$ cat config.mk
export PLATFORM = sky130hd
export DESIGN_NAME = plcm_core
export DESIGN_NICKNAME = d
export VERILOG_FILES = /design/src/logic/plcm_pkg.sv /design/src/logic/plcm_core.sv
export SDC_FILE = /design/constraint.sdc
export NUM_CORES = 2
export LEC_CHECK = 0
export ABC_AREA = 1
export BUFFER_PORTS_ARGS = -buffer_cell sky130_fd_sc_hd__clkbuf_2
export CORE_ASPECT_RATIO = 1.2
export CORE_MARGIN = 2
export CORE_UTILIZATION = 55
export DETAILED_ROUTE_END_ITERATION = 8
export PLACE_DENSITY_LB_ADDON = 0.1
export SYNTH_ARGS = -nofsm -noshare
export SYNTH_HDL_FRONTEND = slang
export SYNTH_SLANG_ARGS = --single-unit
$ cat constraint.sdc
create_clock -name sys_clk -period 37.2 [get_ports sys_clk]
set_clock_uncertainty 0.2 [all_clocks]
set_input_delay 5.58 -clock sys_clk [delete_from_list [all_inputs] [get_ports sys_clk]]
set_output_delay 5.58 -clock sys_clk [all_outputs]
set_load 0.01 [all_outputs]
$ cat src/logic/plcm_pkg.sv
`default_nettype none

package plcm_pkg;

  // ----------------------------------------------------------------
  // Clock and sample timing
  // ----------------------------------------------------------------
  localparam int unsigned CLK_HZ         = 100_000_000;  // System clock rate.
  localparam int unsigned CTRL_HZ        = 1_000_000;    // Compensator sample rate.
  localparam int unsigned CTRL_DIV       = CLK_HZ / CTRL_HZ;
  localparam int unsigned MON_MIN_HZ     = 1_000;        // Least rate per monitored value.
  localparam int unsigned MON_CHANNELS   = 3;            // Voltage, current, temperature.
  // Longest spacing between conversions, rounded down so each value keeps its rate.
  localparam int unsigned MON_TICK_CYCLES = CLK_HZ / (MON_MIN_HZ * MON_CHANNELS);

  // ----------------------------------------------------------------
  // Register byte offsets on the Avalon-MM slave
  // ----------------------------------------------------------------
  localparam logic [5:0] OFF_NUM0_HIGH = 6'h00;  // First of eleven coefficient words.
  localparam logic [5:0] OFF_VOUT      = 6'h2c;  // Output voltage reading.
  localparam logic [5:0] OFF_IOUT      = 6'h30;  // Compensated output current reading.
  localparam logic [5:0] OFF_TEMP      = 6'h34;  // Temperature reading.
  localparam logic [5:0] OFF_STATUS    = 6'h38;  // Pending load and fresh sample flags.
  localparam logic [5:0] OFF_CTRL      = 6'h3c;  // Loop enable and share enable.
  localparam int unsigned NUM_COEFS    = 11;     // Eight numerator bytes, three denominator.

  // ----------------------------------------------------------------
  // Field positions and reset values
  // ----------------------------------------------------------------
  localparam int unsigned CTRL_LOOP_EN_BIT  = 0;
  localparam int unsigned CTRL_SHARE_EN_BIT = 1;
  localparam int unsigned STAT_PENDING_BIT  = 0;
  localparam int unsigned STAT_FRESH_BIT    = 1;
  localparam logic [1:0]  CTRL_RESET        = 2'h0;
  localparam logic [15:0] NUM_RESET         = 16'h0000;
  localparam logic [7:0]  DEN_RESET         = 8'h00;

  // ----------------------------------------------------------------
  // Datapath scaling
  // ----------------------------------------------------------------
  localparam int unsigned FILT_SHIFT  = 8;      // Fraction bits of the coefficient products.
  localparam int unsigned SHARE_SHIFT = 2;      // Gain of the current share trim.
  localparam int unsigned DEN_SHIFT   = 3;  // Denominators are Q5 so a unit pole fits.
  localparam logic [7:0]  TEMP_REF    = 8'h19;  // Reading at which inductor drift is zero.
  localparam logic [10:0] TEMP_UNITY  = 11'h100;  // Unity gain of the current scaling.

  // Monitor sequence, one converter channel per state.
  typedef enum logic [1:0] {MON_VOUT, MON_IOUT, MON_TEMP} plcm_mon_t;

  // Avalon-MM request carried as one bundle.
  typedef struct packed {
    logic [5:0]  address;
    logic        read;
    logic        write;
    logic [31:0] writeData;
  } plcm_avreq_t;

endpackage : plcm_pkg

`default_nettype wire

$ cat src/logic/plcm_core.sv
`timescale 1ns/100ps
`default_nettype none

module plcm_core #(
  parameter int unsigned MON_TICK_CYCLES = plcm_pkg::MON_TICK_CYCLES
) (
  input  wire logic               sys_clk,
  input  wire logic               rst,
  input  wire plcm_pkg::plcm_avreq_t avReq,
  output logic [31:0]             avReadData,
  output logic                    avWaitRequest,
  input  wire logic [7:0]         voltErr,
  input  wire logic [7:0]         adcResult,
  input  wire logic               adcDone,
  output logic [1:0]              adcSel,
  output logic                    adcStart,
  input  wire logic [7:0]         shareRx,
  output logic [7:0]              shareTx,
  output logic [7:0]              dutyCmd
);

  // ----------------------------------------------------------------
  // State record
  // ----------------------------------------------------------------
  typedef struct packed {
    logic              waitReq;    // Avalon wait request, low for the answer cycle.
    logic [31:0]       readData;   // Read data captured while waiting.
    logic [3:0][15:0]  numStage;   // Numerator coefficients as software wrote them.
    logic [2:0][7:0]   denStage;   // Denominator coefficients as software wrote them.
    logic [3:0][15:0]  numAct;     // Numerator coefficients in use by the filter.
    logic [2:0][7:0]   denAct;     // Denominator coefficients in use by the filter.
    logic              pending;    // New coefficients wait for the next sample.
    logic [1:0]        ctrl;       // Loop enable and share enable.
    logic [7:0]        ctrlCnt;    // Divider for the compensator sample enable.
    logic [2:0][7:0]   errHist;    // Past three error samples.
    logic [2:0][15:0]  outHist;    // Past three filter outputs.
    logic [7:0]        duty;       // Duty command.
    logic [31:0]       monCnt;     // Divider for the monitor conversions.
    plcm_pkg::plcm_mon_t monSt;    // Channel in conversion.
    logic              adcGo;      // Start pulse to the converter.
    logic [7:0]        vout;       // Output voltage reading.
    logic [7:0]        iout;       // Compensated output current reading.
    logic [7:0]        temp;       // Temperature reading.
    logic              fresh;      // Set on each new reading, cleared on status read.
  } plcm_state_t;

  plcm_state_t q;  // Registered state.
  plcm_state_t d;  // Next state.

  // ----------------------------------------------------------------
  // Helper functions
  // ----------------------------------------------------------------
  // Word index of a byte address; the two low address bits are dropped.
  function automatic logic [3:0] regIndex(input logic [5:0] addr);
    regIndex = addr[5:2];
  endfunction : regIndex

  // Clamp a wide signed value into 0 to 255.
  function automatic logic [7:0] satU8(input logic signed [31:0] v);
    if (v < 0) begin
      satU8 = 8'h00;
    end else if (v > 32'sd255) begin
      satU8 = 8'hff;
    end else begin
      satU8 = v[7:0];
    end
  endfunction : satU8

  // Clamp a wide signed value into a signed 16-bit word.
  function automatic logic [15:0] satS16(input logic signed [31:0] v);
    if (v > 32'sd32767) begin
      satS16 = 16'h7fff;
    end else if (v < -32'sd32768) begin
      satS16 = 16'h8000;
    end else begin
      satS16 = v[15:0];
    end
  endfunction : satS16

  // ----------------------------------------------------------------
  // Next-state logic
  // ----------------------------------------------------------------
  // All behaviour but reset is worked out here; the clocked process stores it and loads the reset values.
  always_comb begin
    logic               ctrlTick;
    logic               monTick;
    logic               reqTaken;
    logic [3:0]         idx;
    logic signed [31:0] acc;
    logic signed [31:0] yWide;
    logic signed [31:0] trim;
    logic signed [10:0] tGain;
    logic signed [31:0] iScaled;
    logic [31:0]        rdMux;
    ctrlTick = 1'b0;
    monTick  = 1'b0;
    reqTaken = 1'b0;
    idx      = 4'h0;
    acc      = 32'sd0;
    yWide    = 32'sd0;
    trim     = 32'sd0;
    tGain    = 11'sd0;
    iScaled  = 32'sd0;
    rdMux    = 32'h0000_0000;
    d        = q;
    d.adcGo  = 1'b0;

    // Avalon slave: one wait cycle, then the answer; unmapped reads give zero.
    idx = regIndex(avReq.address);
    if (idx < 4'(plcm_pkg::NUM_COEFS)) begin
      if (idx < 4'h8) begin
        rdMux = {24'h0, idx[0] ? q.numStage[idx[2:1]][7:0] : q.numStage[idx[2:1]][15:8]};
      end else begin
        rdMux = {24'h0, q.denStage[2'(idx - 4'h8)]};
      end
    end else if (avReq.address == plcm_pkg::OFF_VOUT) begin
      rdMux = {24'h0, q.vout};
    end else if (avReq.address == plcm_pkg::OFF_IOUT) begin
      rdMux = {24'h0, q.iout};
    end else if (avReq.address == plcm_pkg::OFF_TEMP) begin
      rdMux = {24'h0, q.temp};
    end else if (avReq.address == plcm_pkg::OFF_STATUS) begin
      rdMux = {30'h0, q.fresh, q.pending};
    end else if (avReq.address == plcm_pkg::OFF_CTRL) begin
      rdMux = {30'h0, q.ctrl};
    end
    if ((avReq.read || avReq.write) && q.waitReq) begin
      d.waitReq  = 1'b0;
      d.readData = rdMux;
    end else begin
      d.waitReq  = 1'b1;
      reqTaken   = (avReq.read || avReq.write) && !q.waitReq;
    end

    // Compensator sample enable from the clock divider.
    if (q.ctrlCnt == 8'(plcm_pkg::CTRL_DIV - 1)) begin
      d.ctrlCnt = 8'h00;
      ctrlTick  = 1'b1;
    end else begin
      d.ctrlCnt = q.ctrlCnt + 8'h01;
    end

    // Difference equation on the current error and three past samples.
    // Denominators carry fewer fraction bits, so the integrator pole at one is reachable.
    if (ctrlTick) begin
      acc = $signed(q.numAct[0]) * $signed(voltErr)
          + $signed(q.numAct[1]) * $signed(q.errHist[0])
          + $signed(q.numAct[2]) * $signed(q.errHist[1])
          + $signed(q.numAct[3]) * $signed(q.errHist[2])
          - (($signed(q.denAct[0]) * $signed(q.outHist[0])
            + $signed(q.denAct[1]) * $signed(q.outHist[1])
            + $signed(q.denAct[2]) * $signed(q.outHist[2])) <<< plcm_pkg::DEN_SHIFT);
      yWide = acc >>> plcm_pkg::FILT_SHIFT;
      d.outHist = {q.outHist[1:0], satS16(yWide)};
      d.errHist = {q.errHist[1:0], voltErr};
      // Share trim pulls this unit toward the current on the share line.
      if (q.ctrl[plcm_pkg::CTRL_SHARE_EN_BIT]) begin
        trim = ($signed({24'h0, shareRx}) - $signed({24'h0, q.iout}))
             >>> plcm_pkg::SHARE_SHIFT;
      end
      if (q.ctrl[plcm_pkg::CTRL_LOOP_EN_BIT]) begin
        d.duty = satU8(32'(signed'(satS16(yWide))) + trim);
      end else begin
        d.duty = 8'h00;
      end
      // Staged coefficients replace the active set between samples.
      if (q.pending) begin
        d.numAct  = q.numStage;
        d.denAct  = q.denStage;
        d.pending = 1'b0;
      end
    end

    // Software writes land at the edge that ends the answer cycle.
    if (reqTaken && avReq.write) begin
      if (idx < 4'h8) begin
        if (idx[0]) begin
          d.numStage[idx[2:1]][7:0]  = avReq.writeData[7:0];
        end else begin
          d.numStage[idx[2:1]][15:8] = avReq.writeData[7:0];
        end
        d.pending = 1'b1;
      end else if (idx < 4'(plcm_pkg::NUM_COEFS)) begin
        d.denStage[2'(idx - 4'h8)] = avReq.writeData[7:0];
        d.pending = 1'b1;
      end else if (avReq.address == plcm_pkg::OFF_CTRL) begin
        d.ctrl = avReq.writeData[1:0];
      end
    end

    // Reading status clears the fresh flag; a new reading below still wins.
    if (reqTaken && avReq.read && avReq.address == plcm_pkg::OFF_STATUS) begin
      d.fresh = 1'b0;
    end

    // Monitor divider: one conversion per tick, three channels in turn.
    if (q.monCnt == MON_TICK_CYCLES - 1) begin
      d.monCnt = 32'h0;
      monTick  = 1'b1;
    end else begin
      d.monCnt = q.monCnt + 32'h1;
    end
    if (monTick) begin
      d.adcGo = 1'b1;
    end

    // Each result overwrites its reading at once and moves to the next channel.
    if (adcDone) begin
      d.fresh = 1'b1;
      case (q.monSt)
        plcm_pkg::MON_VOUT: begin
          d.vout  = adcResult;
          d.monSt = plcm_pkg::MON_IOUT;
        end
        plcm_pkg::MON_IOUT: begin
          // Inductor resistance drifts with heat, so scale by the last temperature.
          tGain   = $signed(plcm_pkg::TEMP_UNITY)
                  + $signed({3'h0, q.temp}) - $signed({3'h0, plcm_pkg::TEMP_REF});
          iScaled = ($signed({24'h0, adcResult}) * 32'(tGain)) >>> 8;
          d.iout  = satU8(iScaled);
          d.monSt = plcm_pkg::MON_TEMP;
        end
        plcm_pkg::MON_TEMP: begin
          d.temp  = adcResult;
          d.monSt = plcm_pkg::MON_VOUT;
        end
        default: begin
          d.monSt = plcm_pkg::MON_VOUT;
        end
      endcase
    end
  end

  // ----------------------------------------------------------------
  // State register
  // ----------------------------------------------------------------
  // Synchronous reset keeps the loop idle with zero coefficients.
  always_ff @(posedge sys_clk) begin
    if (rst) begin
      q          <= '0;
      q.waitReq  <= 1'b1;
      q.ctrl     <= plcm_pkg::CTRL_RESET;
      q.numStage <= {4{plcm_pkg::NUM_RESET}};
      q.numAct   <= {4{plcm_pkg::NUM_RESET}};
      q.denStage <= {3{plcm_pkg::DEN_RESET}};
      q.denAct   <= {3{plcm_pkg::DEN_RESET}};
      q.monSt    <= plcm_pkg::MON_VOUT;
    end else begin
      q <= d;
    end
  end

  // ----------------------------------------------------------------
  // Outputs, all straight from the state register
  // ----------------------------------------------------------------
  assign avReadData    = q.readData;
  assign avWaitRequest = q.waitReq;
  assign adcSel        = q.monSt;
  assign adcStart      = q.adcGo;
  assign shareTx       = q.iout;
  assign dutyCmd       = q.duty;

endmodule : plcm_core

`default_nettype wire

== Yosys cells after proc, flatten, opt, wreduce, memory -nomap -nowiden ==
Cells that the tools add are included.

* Memories: 0
* Memory bits (writable): 0
* Bits in registers: 360
* Output and inout bits: 52
* Bits in latches: 0
* Memory bits (read-only): 0
* Word-level logic and storage cells: 145

* Add/sub/neg operators: 13
* Eq/ne operators: 9
* Shift operators: 0
* Multiply operators: 8
* Magnitude comparators: 12
* Muxes and demuxes: 48
* Reductions and logical operators: 20
* Div/mod/pow operators: 0
* Bitwise gates (word level): 2

{| class="wikitable"
|+ Operators with widths
! operator !! count
|-
| $bwmux 64 || 2
|-
| $mux 8 || 13
|-
| $mul 16x8->24 || 4
|-
| $mux 16 || 6
|-
| $mux 32 || 3
|-
| $mul 8x16->24 || 3
|-
| $demux 16 s2 || 2
|-
| $mux 64 || 1
|-
| $add 25x24->26 || 2
|-
| $add 24x24->25 || 2
|-
| $add 16x32->32 || 1
|-
| $add 32x1->32 const B || 1
|-
| $bmux 16 s2 || 1
|-
| $eq 32x16->1 const B || 1
|-
| $gt 32x9->1 const B || 1
|-
| $lt 32x1->1 const B || 1
|-
| $eq 6x6->1 const B || 5
|-
| $sub 27x29->30 || 1
|-
| $add 26x24->27 || 1
|-
| $bwmux 24 || 1
|-
| $gt 22x16->1 const B || 1
|-
| $lt 22x16->1 const B || 1
|-
| $mul 9x11->20 || 1
|-
| $bmux 8 s2 || 1
|-
| other kinds (28) || 56
|}

== Depth between registers and ports, before layout ==
* Depth in word-level cells: 15
* Mapped depth: 73
* Mapped depth without buffers: 70

== Worst setup path after synthesis ==
No wires, ideal clock.

* Path kind: input to register
* Start point: input port voltErr[3]
* End point: register q (netlist bit dutyCmd[2])
* Stages: 47
* Data required time: 36.888 ns
* Setup slack: 22.701 ns
* Data arrival time: 14.187 ns
* Path buffers: 3
* Library setup time: 0.112 ns
* Cells stage by stage: clkbuf_1 clkbuf_1 nand2_1 fa_1 fa_1 inv_1 fa_1 fa_1 inv_1 fa_1 inv_1 fa_1 inv_1 fa_1 inv_1 fa_1 ha_1 nand2_1 [11 not listed] buf_12 nand2_4 ha_1 a21o_1 nand2_1 nand2_1 a21oi_1 nand2_1 nand3_1 o311ai_0 fa_1 nand3b_1 nor2_1 nand3_1 nand2_1 nand2_1 nand2_1 nand2_1

* Word-level cells in the longest chain between the ends: 15
* Elaborated cells on any way between the ends: 17
* Classes of those cells: 5 x add/sub; 1 x mul; 4 x order compare; 7 x mux

{| class="wikitable"
|+ RTL lines
! element !! RTL line !! RTL
|-
| from (decl) || plcm_core.sv:12 || <nowiki>input wire logic [7:0] voltErr,</nowiki>
|-
| $mul 16x8->24 (*) || plcm_core.sv:146 || <nowiki>acc = $signed(q.numAct[0]) * $signed(voltErr)</nowiki>
|-
| $add 24x24->25 (*) || plcm_core.sv:147 || <nowiki>+ $signed(q.numAct[1]) * $signed(q.errHist[0])</nowiki>
|-
| $add 25x24->26 (*) || plcm_core.sv:148 || <nowiki>+ $signed(q.numAct[2]) * $signed(q.errHist[1])</nowiki>
|-
| $add 26x24->27 (*) || plcm_core.sv:149 || <nowiki>+ $signed(q.numAct[3]) * $signed(q.errHist[2])</nowiki>
|-
| $sub 27x29->30 (*) || plcm_core.sv:150 || <nowiki>- (($signed(q.denAct[0]) * $signed(q.outHist[0])</nowiki>
|-
| $lt 22x16->1 || plcm_core.sv:73 || <nowiki>end else if (v < -32'sd32768) begin</nowiki>
|-
| $mux 16 || plcm_core.sv:73 ||
|-
| $mux 16 (*) || plcm_core.sv:71 || <nowiki>if (v > 32'sd32767) begin</nowiki>
|-
| $mux 16 (*) || plcm_core.sv:161 || <nowiki>if (q.ctrl[plcm_pkg::CTRL_LOOP_EN_BIT]) begin</nowiki>
|-
| $mux 16 (*) || plcm_core.sv:145 || <nowiki>if (ctrlTick) begin</nowiki>
|-
| $add 16x32->32 (*) || plcm_core.sv:162 || <nowiki>d.duty = satU8(32'(signed'(satS16(yWide))) + trim);</nowiki>
|-
| $gt 32x9->1 || plcm_core.sv:62 || <nowiki>end else if (v > 32'sd255) begin</nowiki>
|-
| $mux 8 || plcm_core.sv:62 ||
|-
| $mux 8 (*) || plcm_core.sv:60 || <nowiki>if (v < 0) begin</nowiki>
|-
| $mux 8 (*) || plcm_core.sv:161 ||
|-
| to (decl) || plcm_core.sv:47 || <nowiki>plcm_state_t q;</nowiki>
|}

Mark *: on every way between the ends. The rest lies on a longest branch, timed or not. The select of a mux whose other input is x is not followed.
A chain may end at the register's enable or synchronous reset.

== Worst setup path in the final report ==
* Start point: register q[166] (netlist name)
* End point: register q (netlist bit dutyCmd[0])

* Word-level cells in the longest chain between the ends: 14
* Elaborated cells on any way between the ends: 16
* Classes of those cells: 4 x add/sub; 1 x mul; 4 x order compare; 7 x mux

{| class="wikitable"
|+ RTL lines
! element !! RTL line !! RTL
|-
| $mul 8x16->24 (*) || plcm_core.sv:151 || <nowiki>+ $signed(q.denAct[1]) * $signed(q.outHist[1])</nowiki>
|-
| $add 24x24->25 (*) || plcm_core.sv:151 ||
|-
| $add 25x24->26 (*) || plcm_core.sv:152 || <nowiki>+ $signed(q.denAct[2]) * $signed(q.outHist[2])) <<< plcm_pkg::DEN_SHIFT);</nowiki>
|-
| $sub 27x29->30 (*) || plcm_core.sv:150 ||
|-
| $lt 22x16->1 || plcm_core.sv:73 ||
|-
| $mux 16 || plcm_core.sv:73 ||
|-
| $mux 16 (*) || plcm_core.sv:71 ||
|-
| $mux 16 (*) || plcm_core.sv:161 ||
|-
| $mux 16 (*) || plcm_core.sv:145 ||
|-
| $add 16x32->32 (*) || plcm_core.sv:162 ||
|-
| $gt 32x9->1 || plcm_core.sv:62 ||
|-
| $mux 8 || plcm_core.sv:62 ||
|-
| $mux 8 (*) || plcm_core.sv:60 ||
|-
| $mux 8 (*) || plcm_core.sv:161 ||
|}

Marked as above.

==> results.sh <==
export IMPL_setup_viol=0
export IMPL_drv_cap=0
export IMPL_highest_layer="met4"
export IMPL_core_area_sq_um=93570
export IMPL_synth_top_family_by_area="adder cells"
export IMPL_root_buffer="clkbuf_16"
export IMPL_multi_input_area_sq_um=36920
export IMPL_port_buffers=70
export IMPL_synth_seq_cells=336
export IMPL_drt_met1_wl_um=56060
export IMPL_route_met2_wl_um=69170
export IMPL_path_common_cell="fa_1"
export IMPL_tns_ps=0
export IMPL_cts_path_max_buffers=3
export IMPL_irDropWorstVdd_v=0.00003546
export IMPL_synth_common_cells="1740 x inv_1, 1394 x nand2_1, 1070 x fa_1"
export IMPL_hold_worst_slack_ps=246.4
export IMPL_p_sw_share_pct=34.66
export IMPL_synthAdderAreaFrac_pct=47.87
export IMPL_layout_drive_gt1_share_pct=4.057
export IMPL_grt_max_degree=79
export IMPL_slowest_stage="clkinv_1"
export IMPL_clk_latency_ps=630
export IMPL_die_h_um=340.0
export IMPL_nFillCells=8865
export IMPL_drt_pass1_iter_count=9
export IMPL_hold_buffers=0
export IMPL_via_per_inst=5.179
export IMPL_wl_met3_um=8019
export IMPL_p_seq_share_pct=32.3
export IMPL_path_clk_slew_ps=60
export IMPL_grt_pass1_wl_um=224900
export IMPL_fmax_ghz=0.05924
export IMPL_grt_pass1_vias=41230
export IMPL_grt_usage_pct=29.92
export IMPL_antenna_found_initial=1
export IMPL_synth_cell_types=56
export IMPL_n_antenna_cell=0
export IMPL_cts_resized_gates=0
export IMPL_startpoint_type="flop"
export IMPL_place_area_sq_um=52370
export IMPL_post_drt_wl_per_cell_um=18.33
export IMPL_synth_xor_area_share_pct=1.506
export IMPL_post_route_min_period_ps=16880
export IMPL_synth_avg_cell_area_sq_um=8.018
export IMPL_pwr_share_comb_pct=26.6
export IMPL_end_kind="flop"
export IMPL_finalHoldViolCount=0
export IMPL_vias=39030
export IMPL_yosysMostFrequentCell="inv_1"
export IMPL_synth_cells=6454
export IMPL_slew_headroom_pct=24.62
export IMPL_synth_edff_count=0
export IMPL_post_cts_setup_buffers=0
export IMPL_slowest_delay_ps=850
export IMPL_period_share_pct=45.38
export IMPL_finalInstanceArea_sq_um=53900
export IMPL_area_growth_pct=4.156
export IMPL_dp_hpwl_um=116100
export IMPL_outcome="complete, no violations"
export IMPL_ant_nets=0
export IMPL_cts_buffers_inserted=42
export IMPL_synth_compound_area_share_pct=6.253
export IMPL_p_leak_nw=27.46
export IMPL_yosys_area_share_simple_pct=15.50
export IMPL_criticalPathCategory="flop to flop"
export IMPL_critPathRequiredTime_ps=37480
export IMPL_clock_sinks=336
export IMPL_critical_path_top_delay_family="adder cells"
export IMPL_drc=0
export IMPL_nets=7659
export IMPL_start_util_pct=55.30
export IMPL_utilization_pct=57.60
export IMPL_finalMaxSlewViolations=0
export IMPL_finalPower_w=0.001137
export IMPL_p_per_area_nw_per_um2=21.10
export IMPL_arrival_ps=17160
export IMPL_die_x_um=284.0
export IMPL_die_area_sq_um=96570
export IMPL_synthTopCellsByArea="fa_1 41%, dfxtp_1 13%, inv_1 13%, nand2_1 10%, ha_1 6.5%"
export IMPL_max_slew_worst_pin_slew_ps=1129
export IMPL_syn_cell_area_sq_um=51750
export IMPL_rows=123
export IMPL_hold_class="flop to flop"
export IMPL_worst_path_buf_inv=5
export IMPL_synthArstFlopShare_pct=0
export IMPL_drt_iter0_drc=2642
export IMPL_wl_um=138100
export IMPL_yosys_area_top_type="fa_1"
export IMPL_switching_power_w=0.0003941
export IMPL_worstPathMaxFanout=15
export IMPL_io_pins=119
export IMPL_synthFlopType="dfxtp_1"
export IMPL_rsz0062_at_grt="no"
export IMPL_synth_seq_area_share_pct=13.00
export IMPL_overflow=0
export IMPL_clkPwrFrac_pct=41.0
export IMPL_register_area_sq_um=6726
export IMPL_yosysTopAreaCellShare_pct=41.39
export IMPL_cts_tree="yes"
export IMPL_yosys_warnings=0
export IMPL_htree_num_levels=2
export IMPL_synth_mux_area_share_pct=0
export IMPL_gp_congestion=0.9091
export IMPL_p_int_w=0.0007431
-- worst register-to-register path, delay by kind of cell, from the launching register on --
| family | cells | cell delay (ps) |
|---|---|---|
| AOI/OAI and AO/OA | 9 | 1990 |
| xor gates and xnor gates | 1 | 260 |
| adders and majority gates | 19 | 9070 |
| buffers and inverters | 5 | 1140 |
| DFF | 1 | 780 |
| and+or+nand+nor | 19 | 3330 |
-- final timing paths --
kind,cells past startpoint,slack [ps],startpoint,endpoint
max,53,20320,q[166],dutyCmd[0]
min,1,250,q[140],q[140]
max reg2reg,53,20320,q[166],dutyCmd[0]
min reg2reg,1,250,q[140],q[140]
-- metal layers --
metal	vias up	global-route usage [%]
met5	-	0
met4	0	9.572
met3	240	3.646
met2	1169	52.47
met1	19460	38.69
li1	18160	-
-- per-stage QoR --
step	worst slack, ps	std cells
2_1_floorplan	22700	6477
3_3_place_gp	20460	7460
3_5_place_dp	20450	7460
4_1_cts	20380	7536
5_1_grt	19450	7536
6_report	20320	7536
-- layout make-up --
type | count | area share, %
Clock buffer | 56 | 2.196
Timing Repair Buffer | 100 | 1.068
Tap cell | 1250 | 2.902
Multi-Input combinational cell | 4021 | 68.49
Inverter | 1753 | 12.21
Sequential cell | 336 | 12.48
Clock inverter | 20 | 0.6477
-- layout by cell type, fill, tap and decap left out, drive strengths merged, types with 8 or more instances in the layout --
| master | count |
|---|---|
| nor3 | 41 |
| conb | 24 |
| clkbuf | 126 |
| nand2 | 1432 |
| xor2 | 47 |
| nor2 | 327 |
| o221ai | 8 |
| nor4 | 11 |
| clkinv | 16 |
| ha | 268 |
| nand3 | 111 |
| nand4 | 23 |
| fa | 1070 |
| buf | 30 |
| inv | 1748 |
| xnor2 | 42 |
| a21o | 9 |
| a31oi | 9 |
| o21ai | 250 |
| a221oi | 9 |
| a21oi | 251 |
| dfxtp | 336 |
| o22ai | 43 |
-- registers in the layout, indices dropped and copies added, names as in the netlist --
name / flops
shareTx: 8
adcStart: 1
avWaitRequest: 1
avReadData: 8
adcSel: 2
dutyCmd: 8
q: 308
-- power by group through the flow --
stage	Clock, W	Combinational [W]	Sequential [W]
2_1_floorplan	0	0.000228	0.000374
3_3_place_gp	0	0.000300	0.000376
3_5_place_dp	0	0.000301	0.000376
4_1_cts	0.000476	0.000303	0.000368
5_1_grt	0.000486	0.000343	0.000368
6_report	0.000467	0.000303	0.000368
-- cells by family (layout without fill, tap and decap cells) --
family	count (synthesis)	in the layout
DFF	336	336
and+or+nand+nor	1969	1969
other	1	24
adders and majority gates	1338	1338
buffers and inverters	2120	1929
xor gates and xnor gates	89	89
AOI/OAI and AO/OA	601	601
No activity file was read; power rests on OpenSTA's default activity.
